**src/verilog/gpio_pwm_regs.svh**
```systemverilog
`ifndef GPIO_PWM_REGS_SVH
`define GPIO_PWM_REGS_SVH

`define PINCFG_BASE     12'h000
`define PINSTAT_OFF     12'h100
`define PWMPER0_OFF     12'h104
`define PWMPER1_OFF     12'h108
`define PWMLOW0_OFF     12'h10C
`define PWMLOW1_OFF     12'h110

`define CFG_SEL_BIT     0
`define CFG_DIR_BIT     1
`define CFG_TYPE_LSB    2
`define CFG_LVL_BIT     4
`define CFG_MODE_LSB    5
`define CFG_GEN_LSB     8
`define CFG_WIDTH       10

`define CFG_RESET       10'h000
`define PER_RESET       16'h0063
`define LOW_RESET       16'h0031

`endif

```
**src/verilog/gpio_pwm_pkg.sv**
```systemverilog
package gpio_pwm_pkg;

	typedef enum logic [1:0] {
		DRV_PUSHPULL  = 2'h0,
		DRV_OPENDRAIN = 2'h1,
		DRV_TRISTATE  = 2'h2
	} drive_e;

	typedef enum logic [2:0] {
		PM_IDLE     = 3'h0,
		PM_STOPLOW  = 3'h1,
		PM_ONESHOT  = 3'h2,
		PM_RUN      = 3'h3,
		PM_STOPHIGH = 3'h4
	} pulse_mode_e;

	typedef enum logic [1:0] {
		GEN_NONE = 2'h0,
		GEN_A    = 2'h1,
		GEN_B    = 2'h2
	} gen_sel_e;

endpackage

```
**src/verilog/gpio_pin_pwm_control.sv**
```systemverilog
`timescale 1ns/1ns
`include "gpio_pwm_regs.svh"

// Function
// - a per-pin select bit gives the pin to GPIO when set, serial port when clear.
// - the direction bit makes the pin an output at 1 and an input at 0.
// - outputs are driven push-pull, open-drain or tri-state as selected.
// - a plain output without pulse control drives its level bit.
// - idle pulse mode keeps the pulse output quiet with no toggling.
// - stop-low holds the pin low and stop-high holds it high while idle.
// - one-shot drives the opposite level for one generator cycle, then stops.
// - a finished one-shot returns the pin's mode to idle by itself.
// - run mode toggles the pin continuously from the chosen generator.
// - each pin picks generator A, B, or none which disables pulse mode.
// - a GPIO pin without pulse control reports its real level in status.
module gpio_pin_pwm_control
	import gpio_pwm_pkg::*;
#(
	parameter int NPINS = 8,
	parameter int CW    = 16
) (
	input  wire logic             clk,
	input  wire logic             srst,
	input  wire logic             psel,
	input  wire logic             penable,
	input  wire logic             pwrite,
	input  wire logic [11:0]      paddr,
	input  wire logic [31:0]      pwdata,
	output logic      [31:0]      prdata,
	output logic                  pready,
	output logic                  pslverr,
	input  wire logic [NPINS-1:0] pinIn,
	output logic      [NPINS-1:0] pinOut,
	output logic      [NPINS-1:0] pinOe,
	output logic      [NPINS-1:0] gpioOwned,
	input  wire logic [NPINS-1:0] serialOut,
	input  wire logic [NPINS-1:0] serialOe,
	output logic      [NPINS-1:0] serialIn
);

	logic [NPINS-1:0]            pinMeta_r;
	logic [NPINS-1:0]            pinSync_r;
	logic [`CFG_WIDTH-1:0]       cfg_r [NPINS];
	logic [CW-1:0]               per_r [2];
	logic [CW-1:0]               low_r [2];
	logic [1:0]                  wave;
	logic [1:0]                  perEnd;
	logic [NPINS-1:0]            shotDone;
	logic [NPINS-1:0]            pulseLvl;
	logic [NPINS-1:0]            pulseOn;
	logic [NPINS-1:0]            shotArm_r;
	logic [NPINS-1:0]            shotLvl_r;
	logic                        wrEn;
	logic                        rdEn;
	logic                        cfgHit;
	logic [11:0]                 cfgIdx;
	logic [31:0]                 rdData;
	logic                        rdErr;

	assign wrEn   = psel && penable && pwrite;
	assign rdEn   = psel && penable && !pwrite;
	assign cfgIdx = {2'h0, paddr[11:2]};
	assign cfgHit = (paddr < `PINSTAT_OFF) && (paddr[1:0] == 2'h0)
		&& (cfgIdx < 12'(NPINS));

	always_ff @(posedge clk) begin
		if (srst) begin
			pinMeta_r <= '0;
			pinSync_r <= '0;
		end else begin
			pinMeta_r <= pinIn;
			pinSync_r <= pinMeta_r;
		end
	end

	generate
		for (genvar g = 0; g < 2; g++) begin : gen_pg
			always_ff @(posedge clk) begin
				if (srst) begin
					per_r[g] <= CW'(`PER_RESET);
					low_r[g] <= CW'(`LOW_RESET);
				end else if (wrEn && paddr == (g == 0 ? `PWMPER0_OFF
						: `PWMPER1_OFF)) begin
					per_r[g] <= pwdata[CW-1:0];
				end else if (wrEn && paddr == (g == 0 ? `PWMLOW0_OFF
						: `PWMLOW1_OFF)) begin
					low_r[g] <= pwdata[CW-1:0];
				end
			end

			pulse_gen #(.CW(CW)) u_gen (
				.clk       (clk),
				.srst      (srst),
				.period    (per_r[g]),
				.lowTime   (low_r[g]),
				.wave      (wave[g]),
				.periodEnd (perEnd[g])
			);
		end
	endgenerate

	generate
		for (genvar p = 0; p < NPINS; p++) begin : gen_pin
			logic        sel;
			logic        dirOut;
			drive_e      drv;
			logic        lvl;
			pulse_mode_e mode;
			gen_sel_e    gsel;
			logic        gWave;
			logic        gEnd;
			logic        drvLvl;
			logic        wrThis;

			assign sel    = cfg_r[p][`CFG_SEL_BIT];
			assign dirOut = cfg_r[p][`CFG_DIR_BIT];
			assign drv    = drive_e'(cfg_r[p][`CFG_TYPE_LSB +: 2]);
			assign lvl    = cfg_r[p][`CFG_LVL_BIT];
			assign mode   = pulse_mode_e'(cfg_r[p][`CFG_MODE_LSB +: 3]);
			assign gsel   = gen_sel_e'(cfg_r[p][`CFG_GEN_LSB +: 2]);
			assign gWave  = (gsel == GEN_B) ? wave[1] : wave[0];
			assign gEnd   = (gsel == GEN_B) ? perEnd[1] : perEnd[0];
			assign wrThis = wrEn && cfgHit && (cfgIdx == 12'(p));
			assign pulseOn[p] = (gsel == GEN_A) || (gsel == GEN_B);

			// one-shot arms on the next period start, runs one period
			assign shotDone[p] = pulseOn[p] && mode == PM_ONESHOT
				&& shotArm_r[p] && gEnd;

			always_ff @(posedge clk) begin
				if (srst) begin
					shotArm_r[p] <= 1'b0;
					shotLvl_r[p] <= 1'b0;
				end else if (!(pulseOn[p] && mode == PM_ONESHOT)) begin
					shotArm_r[p] <= 1'b0;
					shotLvl_r[p] <= lvl;
				end else if (gEnd) begin
					shotArm_r[p] <= 1'b1;
				end
			end

			// per-pin storage, only this pin's word and its one-shot end touch it
			always_ff @(posedge clk) begin
				if (srst) begin
					cfg_r[p] <= `CFG_RESET;
				end else begin
					if (wrThis) begin
						cfg_r[p] <= pwdata[`CFG_WIDTH-1:0];
					end
					if (shotDone[p]) begin
						cfg_r[p][`CFG_MODE_LSB +: 3] <= PM_IDLE;
					end
				end
			end

			always_comb begin
				pulseLvl[p] = lvl;
				if (pulseOn[p]) begin
					unique case (mode)
						PM_IDLE:     pulseLvl[p] = lvl;
						PM_STOPLOW:  pulseLvl[p] = 1'b0;
						PM_STOPHIGH: pulseLvl[p] = 1'b1;
						PM_RUN:      pulseLvl[p] = gWave;
						PM_ONESHOT:  pulseLvl[p] = shotArm_r[p]
							? !shotLvl_r[p] : shotLvl_r[p];
						default:     pulseLvl[p] = lvl;
					endcase
				end
			end

			assign drvLvl = pulseLvl[p];

			always_ff @(posedge clk) begin
				if (srst) begin
					pinOut[p]    <= 1'b0;
					pinOe[p]     <= 1'b0;
					gpioOwned[p] <= 1'b0;
					serialIn[p]  <= 1'b0;
				end else if (!sel) begin
					pinOut[p]    <= serialOut[p];
					pinOe[p]     <= serialOe[p];
					gpioOwned[p] <= 1'b0;
					serialIn[p]  <= pinSync_r[p];
				end else begin
					gpioOwned[p] <= 1'b1;
					serialIn[p]  <= 1'b1;
					if (!dirOut) begin
						pinOut[p] <= 1'b0;
						pinOe[p]  <= 1'b0;
					end else begin
						unique case (drv)
							DRV_OPENDRAIN: begin
								pinOut[p] <= 1'b0;
								pinOe[p]  <= !drvLvl;
							end
							DRV_TRISTATE: begin
								pinOut[p] <= drvLvl;
								pinOe[p]  <= 1'b0;
							end
							default: begin
								pinOut[p] <= drvLvl;
								pinOe[p]  <= 1'b1;
							end
						endcase
					end
				end
			end
		end
	endgenerate

	always_comb begin
		rdData = 32'h0000_0000;
		rdErr  = 1'b0;
		if (cfgHit) begin
			rdData[`CFG_WIDTH-1:0] = cfg_r[cfgIdx[$clog2(NPINS)-1:0]];
		end else if (paddr == `PINSTAT_OFF) begin
			for (int i = 0; i < NPINS; i++) begin
				rdData[i] = cfg_r[i][`CFG_SEL_BIT] && !pulseOn[i]
					&& pinSync_r[i];
			end
		end else if (paddr == `PWMPER0_OFF) begin
			rdData[CW-1:0] = per_r[0];
		end else if (paddr == `PWMPER1_OFF) begin
			rdData[CW-1:0] = per_r[1];
		end else if (paddr == `PWMLOW0_OFF) begin
			rdData[CW-1:0] = low_r[0];
		end else if (paddr == `PWMLOW1_OFF) begin
			rdData[CW-1:0] = low_r[1];
		end else begin
			rdErr = 1'b1;
		end
	end

	// zero-wait apb: ready is a flop raised in the access cycle
	always_ff @(posedge clk) begin
		if (srst) begin
			pready  <= 1'b0;
			pslverr <= 1'b0;
			prdata  <= 32'h0000_0000;
		end else begin
			pready  <= psel && !penable;
			pslverr <= psel && !penable && rdErr;
			prdata  <= (psel && !penable && !pwrite) ? rdData : 32'h0000_0000;
		end
	end

	input_pin_a: assert property (@(posedge clk) disable iff (srst)
		!cfg_r[0][`CFG_SEL_BIT] ##1 (cfg_r[0][`CFG_SEL_BIT]
		&& !cfg_r[0][`CFG_DIR_BIT]) |=> !pinOe[0])
		else $error("input pin still driven");
	serial_own_a: assert property (@(posedge clk) disable iff (srst)
		!cfg_r[0][`CFG_SEL_BIT] |=> (pinOe[0] == $past(serialOe[0])
		&& !gpioOwned[0]))
		else $error("serial pin not passed through");
	plain_level_a: assert property (@(posedge clk) disable iff (srst)
		(cfg_r[0][`CFG_SEL_BIT] && cfg_r[0][`CFG_DIR_BIT]
		&& cfg_r[0][`CFG_TYPE_LSB +: 2] == 2'h0 && !pulseOn[0])
		|=> (pinOut[0] == $past(cfg_r[0][`CFG_LVL_BIT]) && pinOe[0]))
		else $error("plain output level wrong");
	open_drain_a: assert property (@(posedge clk) disable iff (srst)
		(cfg_r[0][`CFG_SEL_BIT] && cfg_r[0][`CFG_DIR_BIT]
		&& cfg_r[0][`CFG_TYPE_LSB +: 2] == 2'h1)
		|=> (!pinOut[0] && pinOe[0] == !$past(pulseLvl[0])))
		else $error("open drain drove high");
	stop_hold_a: assert property (@(posedge clk) disable iff (srst)
		(pulseOn[0] && cfg_r[0][`CFG_MODE_LSB +: 3] == 3'h1)
		|-> !pulseLvl[0])
		else $error("stop low not low");
	shot_idle_a: assert property (@(posedge clk) disable iff (srst)
		shotDone[0] |=> cfg_r[0][`CFG_MODE_LSB +: 3] == 3'h0)
		else $error("one-shot did not return to idle");
	run_wave_a: assert property (@(posedge clk) disable iff (srst)
		(cfg_r[0][`CFG_GEN_LSB +: 2] == 2'h1
		&& cfg_r[0][`CFG_MODE_LSB +: 3] == 3'h3) |-> pulseLvl[0] == wave[0])
		else $error("run mode not following generator");
	none_gen_a: assert property (@(posedge clk) disable iff (srst)
		cfg_r[0][`CFG_GEN_LSB +: 2] == 2'h0 |-> (pulseLvl[0]
		== cfg_r[0][`CFG_LVL_BIT] && !shotDone[0]))
		else $error("pulse active with no generator");
	idle_quiet_a: assert property (@(posedge clk) disable iff (srst)
		(pulseOn[0] && cfg_r[0][`CFG_MODE_LSB +: 3] == 3'h0)
		|-> pulseLvl[0] == cfg_r[0][`CFG_LVL_BIT])
		else $error("idle mode toggled");
	apb_ready_a: assert property (@(posedge clk) disable iff (srst)
		(psel && !penable) |=> pready ##1 !pready)
		else $error("apb ready timing");
	tri_release_a: assert property (@(posedge clk) disable iff (srst)
		(cfg_r[0][`CFG_SEL_BIT] && cfg_r[0][`CFG_DIR_BIT]
		&& cfg_r[0][`CFG_TYPE_LSB +: 2] == 2'h2) |=> !pinOe[0])
		else $error("tri-state pin driven");
	pin_keep_a: assert property (@(posedge clk) disable iff (srst)
		(wrEn && cfgHit && cfgIdx != 12'h000 && !shotDone[0])
		|=> cfg_r[0] == $past(cfg_r[0]))
		else $error("other pin write changed pin 0");
	serial_status_a: assert property (@(posedge clk) disable iff (srst)
		(rdEn && paddr == `PINSTAT_OFF && !cfg_r[0][`CFG_SEL_BIT])
		|-> !prdata[0])
		else $error("serial pin shown in status");
	shot_flip_a: assert property (@(posedge clk) disable iff (srst)
		(shotArm_r[0] && !shotDone[0] && pulseOn[0]
		&& cfg_r[0][`CFG_MODE_LSB +: 3] == 3'h2)
		|-> pulseLvl[0] != shotLvl_r[0])
		else $error("one-shot level not inverted");
	unmapped_err_a: assert property (@(posedge clk) disable iff (srst)
		(psel && !penable && rdErr) |=> (pslverr && prdata == 32'h0000_0000))
		else $error("unmapped access not refused");

	shot_cov: cover property (@(posedge clk) disable iff (srst) shotDone[0]);
	run_cov: cover property (@(posedge clk) disable iff (srst)
		pulseOn[0] && cfg_r[0][`CFG_MODE_LSB +: 3] == 3'h3 && pinOut[0]);
	err_cov: cover property (@(posedge clk) disable iff (srst) pslverr);
	stop_cov: cover property (@(posedge clk) disable iff (srst)
		pulseOn[0] && cfg_r[0][`CFG_MODE_LSB +: 3] == 3'h4 && pinOut[0]);
	input_cov: cover property (@(posedge clk) disable iff (srst)
		cfg_r[0][`CFG_SEL_BIT] && !cfg_r[0][`CFG_DIR_BIT] && !pinOe[0]);

endmodule

```
**src/verilog/pulse_gen.sv**
```systemverilog
`timescale 1ns/1ns
`include "gpio_pwm_regs.svh"

// shared pulse generator: free-running period counter
module pulse_gen
	import gpio_pwm_pkg::*;
#(
	parameter int CW = 16
) (
	input  wire logic          clk,
	input  wire logic          srst,
	input  wire logic [CW-1:0] period,
	input  wire logic [CW-1:0] lowTime,
	output logic               wave,
	output logic               periodEnd
);

	logic [CW-1:0] count_r;

	always_ff @(posedge clk) begin
		if (srst) begin
			count_r <= '0;
		end else if (count_r >= period) begin
			count_r <= '0;
		end else begin
			count_r <= count_r + 1'b1;
		end
	end

	always_ff @(posedge clk) begin
		if (srst) begin
			wave      <= 1'b0;
			periodEnd <= 1'b0;
		end else begin
			wave      <= (count_r >= lowTime);
			periodEnd <= (count_r >= period);
		end
	end

endmodule

```
**config.mk**
```make
export PLATFORM = sky130hd
export DESIGN_NAME = gpio_pin_pwm_control
export DESIGN_NICKNAME = d
export VERILOG_FILES = /design/src/verilog/gpio_pwm_pkg.sv /design/src/verilog/gpio_pin_pwm_control.sv /design/src/verilog/pulse_gen.sv
export VERILOG_INCLUDE_DIRS = /design/src /design/src/verilog
export SDC_FILE = /design/constraint.sdc
export NUM_CORES = 1
export LEC_CHECK = 0
export BUFFER_PORTS_ARGS = -buffer_cell sky130_fd_sc_hd__buf_2
export CAP_MARGIN = 20
export CORE_MARGIN = 2
export CORE_UTILIZATION = 60
export DETAILED_ROUTE_END_ITERATION = 16
export GPL_TIMING_DRIVEN = 0
export PLACE_DENSITY = 0.81
export SLEW_MARGIN = 30
export SYNTH_ARGS = -nofsm -noshare
export SYNTH_HDL_FRONTEND = slang
export SYNTH_SLANG_ARGS = --single-unit
```
**constraint.sdc**
```tcl
create_clock -name clk -period 6 [get_ports clk]
set_input_delay 1.2 -clock clk [delete_from_list [all_inputs] [get_ports clk]]
set_output_delay 1.2 -clock clk [all_outputs]
set_load 0.01 [all_outputs]
```
# Word-level counts from Yosys, hierarchy flattened
# Memory sizes are Yosys's and may differ from the RTL's.
# Cells that the tools add are included.
# word_totals
memories	3
rom_bits	0
latchBits	0
regBits	134
input_bits	73
mem_bits_rw	144
# classes
reduce_logical	108
add_sub_neg	2
bitwise	29
shift	0
div_mod_pow	0
n_lt_le_gt_ge	6
multipliers	0
n_eq_ne	76
n_mux	201
# mem_list
memory	words	width	rd	rd_clocked_by_memory_dff	write_ports	line	source
cfg_r	8	10	9	0	8	gpio_pin_pwm_control.sv:43	logic [`CFG_WIDTH-1:0] cfg_r [NPINS];
low_r	2	16	2	0	2	gpio_pin_pwm_control.sv:45	logic [CW-1:0] low_r [2];
per_r	2	16	2	0	2	gpio_pin_pwm_control.sv:44	logic [CW-1:0] per_r [2];
# op_table
cell	count
1-bit two-way mux	158
16-bit two-way mux	8
10-bit two-way mux	9
16-bit greater-or-equal comparator	4
12-bit by 9-bit == test with 1-bit output (second input constant)	5
1-bit logical AND	60
3-bit by 2-bit == test with 1-bit output (second input constant)	16
10-bit by 3-bit == test with 1-bit output (second input constant)	4
16-bit by 1-bit adder with 16-bit output (second input constant)	2
2-bit by 1-bit == test with 1-bit output (second input constant)	16
2-bit == test (second input constant)	16
1-bit one-hot mux with 4 select lines	8
1-bit logical NOT	26
3-bit by 1-bit == test with 1-bit output (second input constant)	8
3-bit == test (second input constant)	8
3-bit two-way mux	8
2-bit OR reduction	11
10-bit by 2-bit == test with 1-bit output (second input constant)	2
1-bit OR	20
1-bit one-hot mux with 2 select lines	8
12-bit logical NOT	1
12-bit by 9-bit less-than comparator with 1-bit output (second input constant)	1
10-bit by 1-bit == test with 1-bit output (second input constant)	1
10-bit by 4-bit less-than comparator with 1-bit output (second input constant)	1
6 further kinds	21

# Logic depth before layout (Yosys ltp)
# depth
depth_word	10
depth_mapped	8
depth_no_buf	7

# Modules after synthesis
# From an unflattened synthesis, not the netlist that was laid out.
# unflattened
hier_cells	1296
area_unflattened_um2	13845.8
# modules_own_cells
mod	cells_each	area_each_um2	n_inst	seq_area_each_um2
gpio_pin_pwm_control	925	10598.9	1	5965.7
pulse_gen (gen_pg[1].u_gen)	188	1676.6	1	360.3
pulse_gen (gen_pg[0].u_gen)	183	1570.3	1	360.3

# Least setup slack after synthesis
# OpenSTA, ideal clock, no wires.
# synth_path
path_kind	input -> register
startpoint	input port paddr[10]
endpoint	memory low_r[0][0] (enable)
path_stages	4
arrival_ps	4163
slack_ps	1401
path_cell_list	or4_4 > or3_4 > clkbuf_1 > o41ai_1
# synth_rtl
element	line	source
start, declared	gpio_pin_pwm_control.sv:27	input wire logic [11:0] paddr,
end, declared	gpio_pin_pwm_control.sv:45	

==> flow_summary.ini <==
[worst_hold_path]
whs_path_depth = 1
hp-class = flop to flop
worst_hold_path.endpoint = pinSync_r[6]
min_from = pinMeta_r[6]

[synth]
ys_seq_area_share_pct = 49.4
yosys-top-cells-count = edfxtp_1, and2_1, dfxtp_1, nor2_1, inv_1
synth_top_area_cell = edfxtp_1
synth_top_area_share_pct = 32.0
synth.area.top_cells = edfxtp_1, dfxtp_1, ha_1
synthCells = 1273
synthFlopType = edfxtp_1
ys_types = 55
async_reset_ff_share_pct = 0
ys_ff_latch = 262
yosysMostFrequentCell = edfxtp_1
ys.warnings.count = 0
synth_edf_count = 144
syn_avg_cell_area_um2 = 10.6
netlist_area_mm2 = 0.0135

[clock_tree]
hold_buffers = 0
cts_resized = 0
insertion_delay_ns = 0.57
cts.sinks = 262
root_buffer = clkbuf_16
cts_buffers = 28
h-tree-depth = 1
cts_tree = yes
clockBufferDepth = 3
postCtsSetupBuffers = 0
clkTransAtPathRegs_ns = 0.06

[floorplan]
rows = 54
start_util_pct = 61.6
die_area_mm2 = 0.0238
num_io_pins = 139
die_x_um = 154
core-area_mm2 = 0.0220
die_y_um = 154

[global_route]
grtUsageMet2_pct = 49.3
grt_first_pass_wirelength_mm = 59.0
grt_max_degree = 15
first_global_vias = 10100
antenna_found_initial = 2
grt_util_met1_pct = 47.6
use_met3_pct = 6.76
grt.busiest_layer = met2
grt_util_all_layers_pct = 33.2
grt_remaining_overflow = 0

[critical_path]
rrSetupSlack_ns = 3.50
cp_common_cell = buf_2
cp-end-kind = flop
ff2ff_path_depth = 8
path_cells = buf_2 -> or4b_1 -> or3_4 -> clkbuf_1 -> o41ai_2 -> buf_2 -> buf_2
r2r_start = per_r[0][10]
cp.arrival_ns = 4.08
path_class = input port to flop
max_stage_delay_ns = 0.81
r2r-end = gen_pg[0].u_gen.count_r[11]
critPathRequiredTime_ns = 6.27
critPathLaunchType = input port
cp_max_fo = 10
critPathSlowestCell = o41ai_2

[routing]
drt_iter0_markers = 1397
vias = 10700
drt-pass1-iter-count = 6
vias_per_cell = 6.17
wirelength_mm = 39.2
drc_errors = 0
ant_nets = 0
post_drt_wl_per_cell_um = 22.6

[power_and_ir_drop]
intPower_uw = 3240
power_density_mw_per_mm2 = 275
combPwrFrac_pct = 8.5
leakage_uw = 0.00645
ir_drop_uv = 177
power.switching_uw = 1030
clock_power_share_pct = 43.7
p_sw_share_pct = 24.1
seq_power_share_pct = 47.8

[timing]
hold_viol = 0
max_slew_margin_pct = 32.1
period_needed_ns = 3.81
fin_crit_sh_pct = 63.5
rsz0062_at_grt = false
hold_ws_ns = 0.437
slew_violations = 0
skew_ns = 0.0288
worstMarginPinSlew_ns = 1.02
fmax_mhz = 262
final-setup-viol-count = 0

[place]
io_buffers = 105
dp_hpwl_mm = 30.0
gp_congestion = 0.976

[finish]
drive_above_1_share_pct = 16.5
area_delta_synth_final_pct = 15.0
fin_nets = 1577
postLayoutCoreUtil_pct = 70.8

[status]
status = finished, final reports clean

[flow_run]
max-cap-violations = 0
-- layout make-up --
| cell class | count | area (µm²) |
|---|---|---|
| Multi-Input combinational cell | 878 | 6310 |
| Clock buffer | 33 | 729 |
| Timing Repair Buffer | 112 | 573 |
| Buffer | 66 | 318 |
| Sequential cell | 262 | 6690 |
| Clock inverter | 19 | 269 |
| Antenna cell | 2 | 5.00 |
| Tap cell | 280 | 350 |
| Fill cell | 1651 | 6410 |
| Inverter | 82 | 308 |
-- stage by stage --
step / instances / setup slack [ns] / area [µm²] / power [µW] / TNS, ns
6_report: 1734 / 2.19 / 15500 / 4270 / 0
5_1_grt: 1734 / 2.15 / 15500 / 4370 / 0
4_1_cts: 1732 / 2.27 / 15500 / 4260 / 0
3_5_place_dp: 1680 / 1.70 / 14500 / 2430 / 0
3_3_place_gp: 1673 / -0.153 / 14500 / 2410 / -2.44
2_1_floorplan: 1288 / 1.40 / 13600 / 2270 / 0
-- worst max-delay path: cells and delay by family --
family                 cells  cell delay [ns]
AO/OA/AOI/OAI              1             0.81
buffers and inverters      4             0.99
AND/OR/NAND/NOR            2             1.06
-- placed cells by master, fill, tap and decap left out, types with 15 or more instances in the layout --
cell type  Yosys  layout
edfxtp_1     144     144
and2_1       134     134
dfxtp_1      118     118
buf_2          7     117
nor2_1        83      83
inv_1         82      82
ha_1          74      74
nor3_1        58      57
nand2_1       47      47
clkbuf_1      38      41
nand2b_1      36      36
o21ai_0       41      36
a21oi_1       36      36
mux2i_1       34      34
nor2b_1       32      32
nand3_1       31      31
clkbuf_16      0      28
and3_1        21      21
xnor2_1       21      21
mux4_2        20      20
mux2_2        18      18
buf_4         16      16
conb_1         1      16
xor2_1        15      15
or3_1         15      15
-- power groups by stage --
stage               Clock, µW  Sequential, µW  Combinational (µW)
floorplan                   0            2050                 219
global placement            0            2070                 341
detailed placement          0            2070                 354
CTS                      1870            2040                 356
global route             1940            2040                 392
finish                   1870            2040                 363
-- worst max-delay path by stage --
stage | startpoint | to | slack (ns) | cells after the start
after floorplan | paddr[10] | low_r[0][0] | 1.40 | 4
after global placement | paddr[2] | low_r[0][12] | -0.15 | 6
after detailed placement | paddr[3] | cfg_r[7][5] | 1.70 | 6
after CTS | paddr[3] | cfg_r[7][6] | 2.27 | 6
after global routing | paddr[9] | per_r[1][14] | 2.15 | 7
final | paddr[9] | per_r[1][4] | 2.19 | 7
-- state kept, by name (all words and copies together) (netlist names), 8 cells and up --
register	cells
pinSync_r	8
shotArm_r	8
prdata	16
cfg_r	80
pinOut	8
pinOe	8
serialIn	8
gpioOwned	8
pinMeta_r	8
per_r	32
gen_pg.u_gen.count_r	32
low_r	32
shotLvl_r	8
-- metal layers --
layer | vias up | part of all wire (%)
li1 | 4869 | -
met1 | 5069 | 40
met2 | 629 | 43
met3 | 126 | 13
met4 | 0 | 4.5
met5 | - | 0
-- cells by family (layout without fill, tap and decap cells) --
kind of cell | after synthesis | after routing | share of synthesized area, %
AO/OA/AOI/OAI | 189 | 189 | 9.54
XOR/XNOR | 36 | 36 | 2.33
multiplexers | 72 | 72 | 7.35
adder cells (fa/ha/maj) | 74 | 74 | 6.85
other | 1 | 18 | 0.0277
buffers and inverters | 148 | 312 | 4.62
AND/OR/NAND/NOR | 491 | 491 | 19.9
flip-flops | 262 | 262 | 49.4
Power figures use the tool's default switching activity.
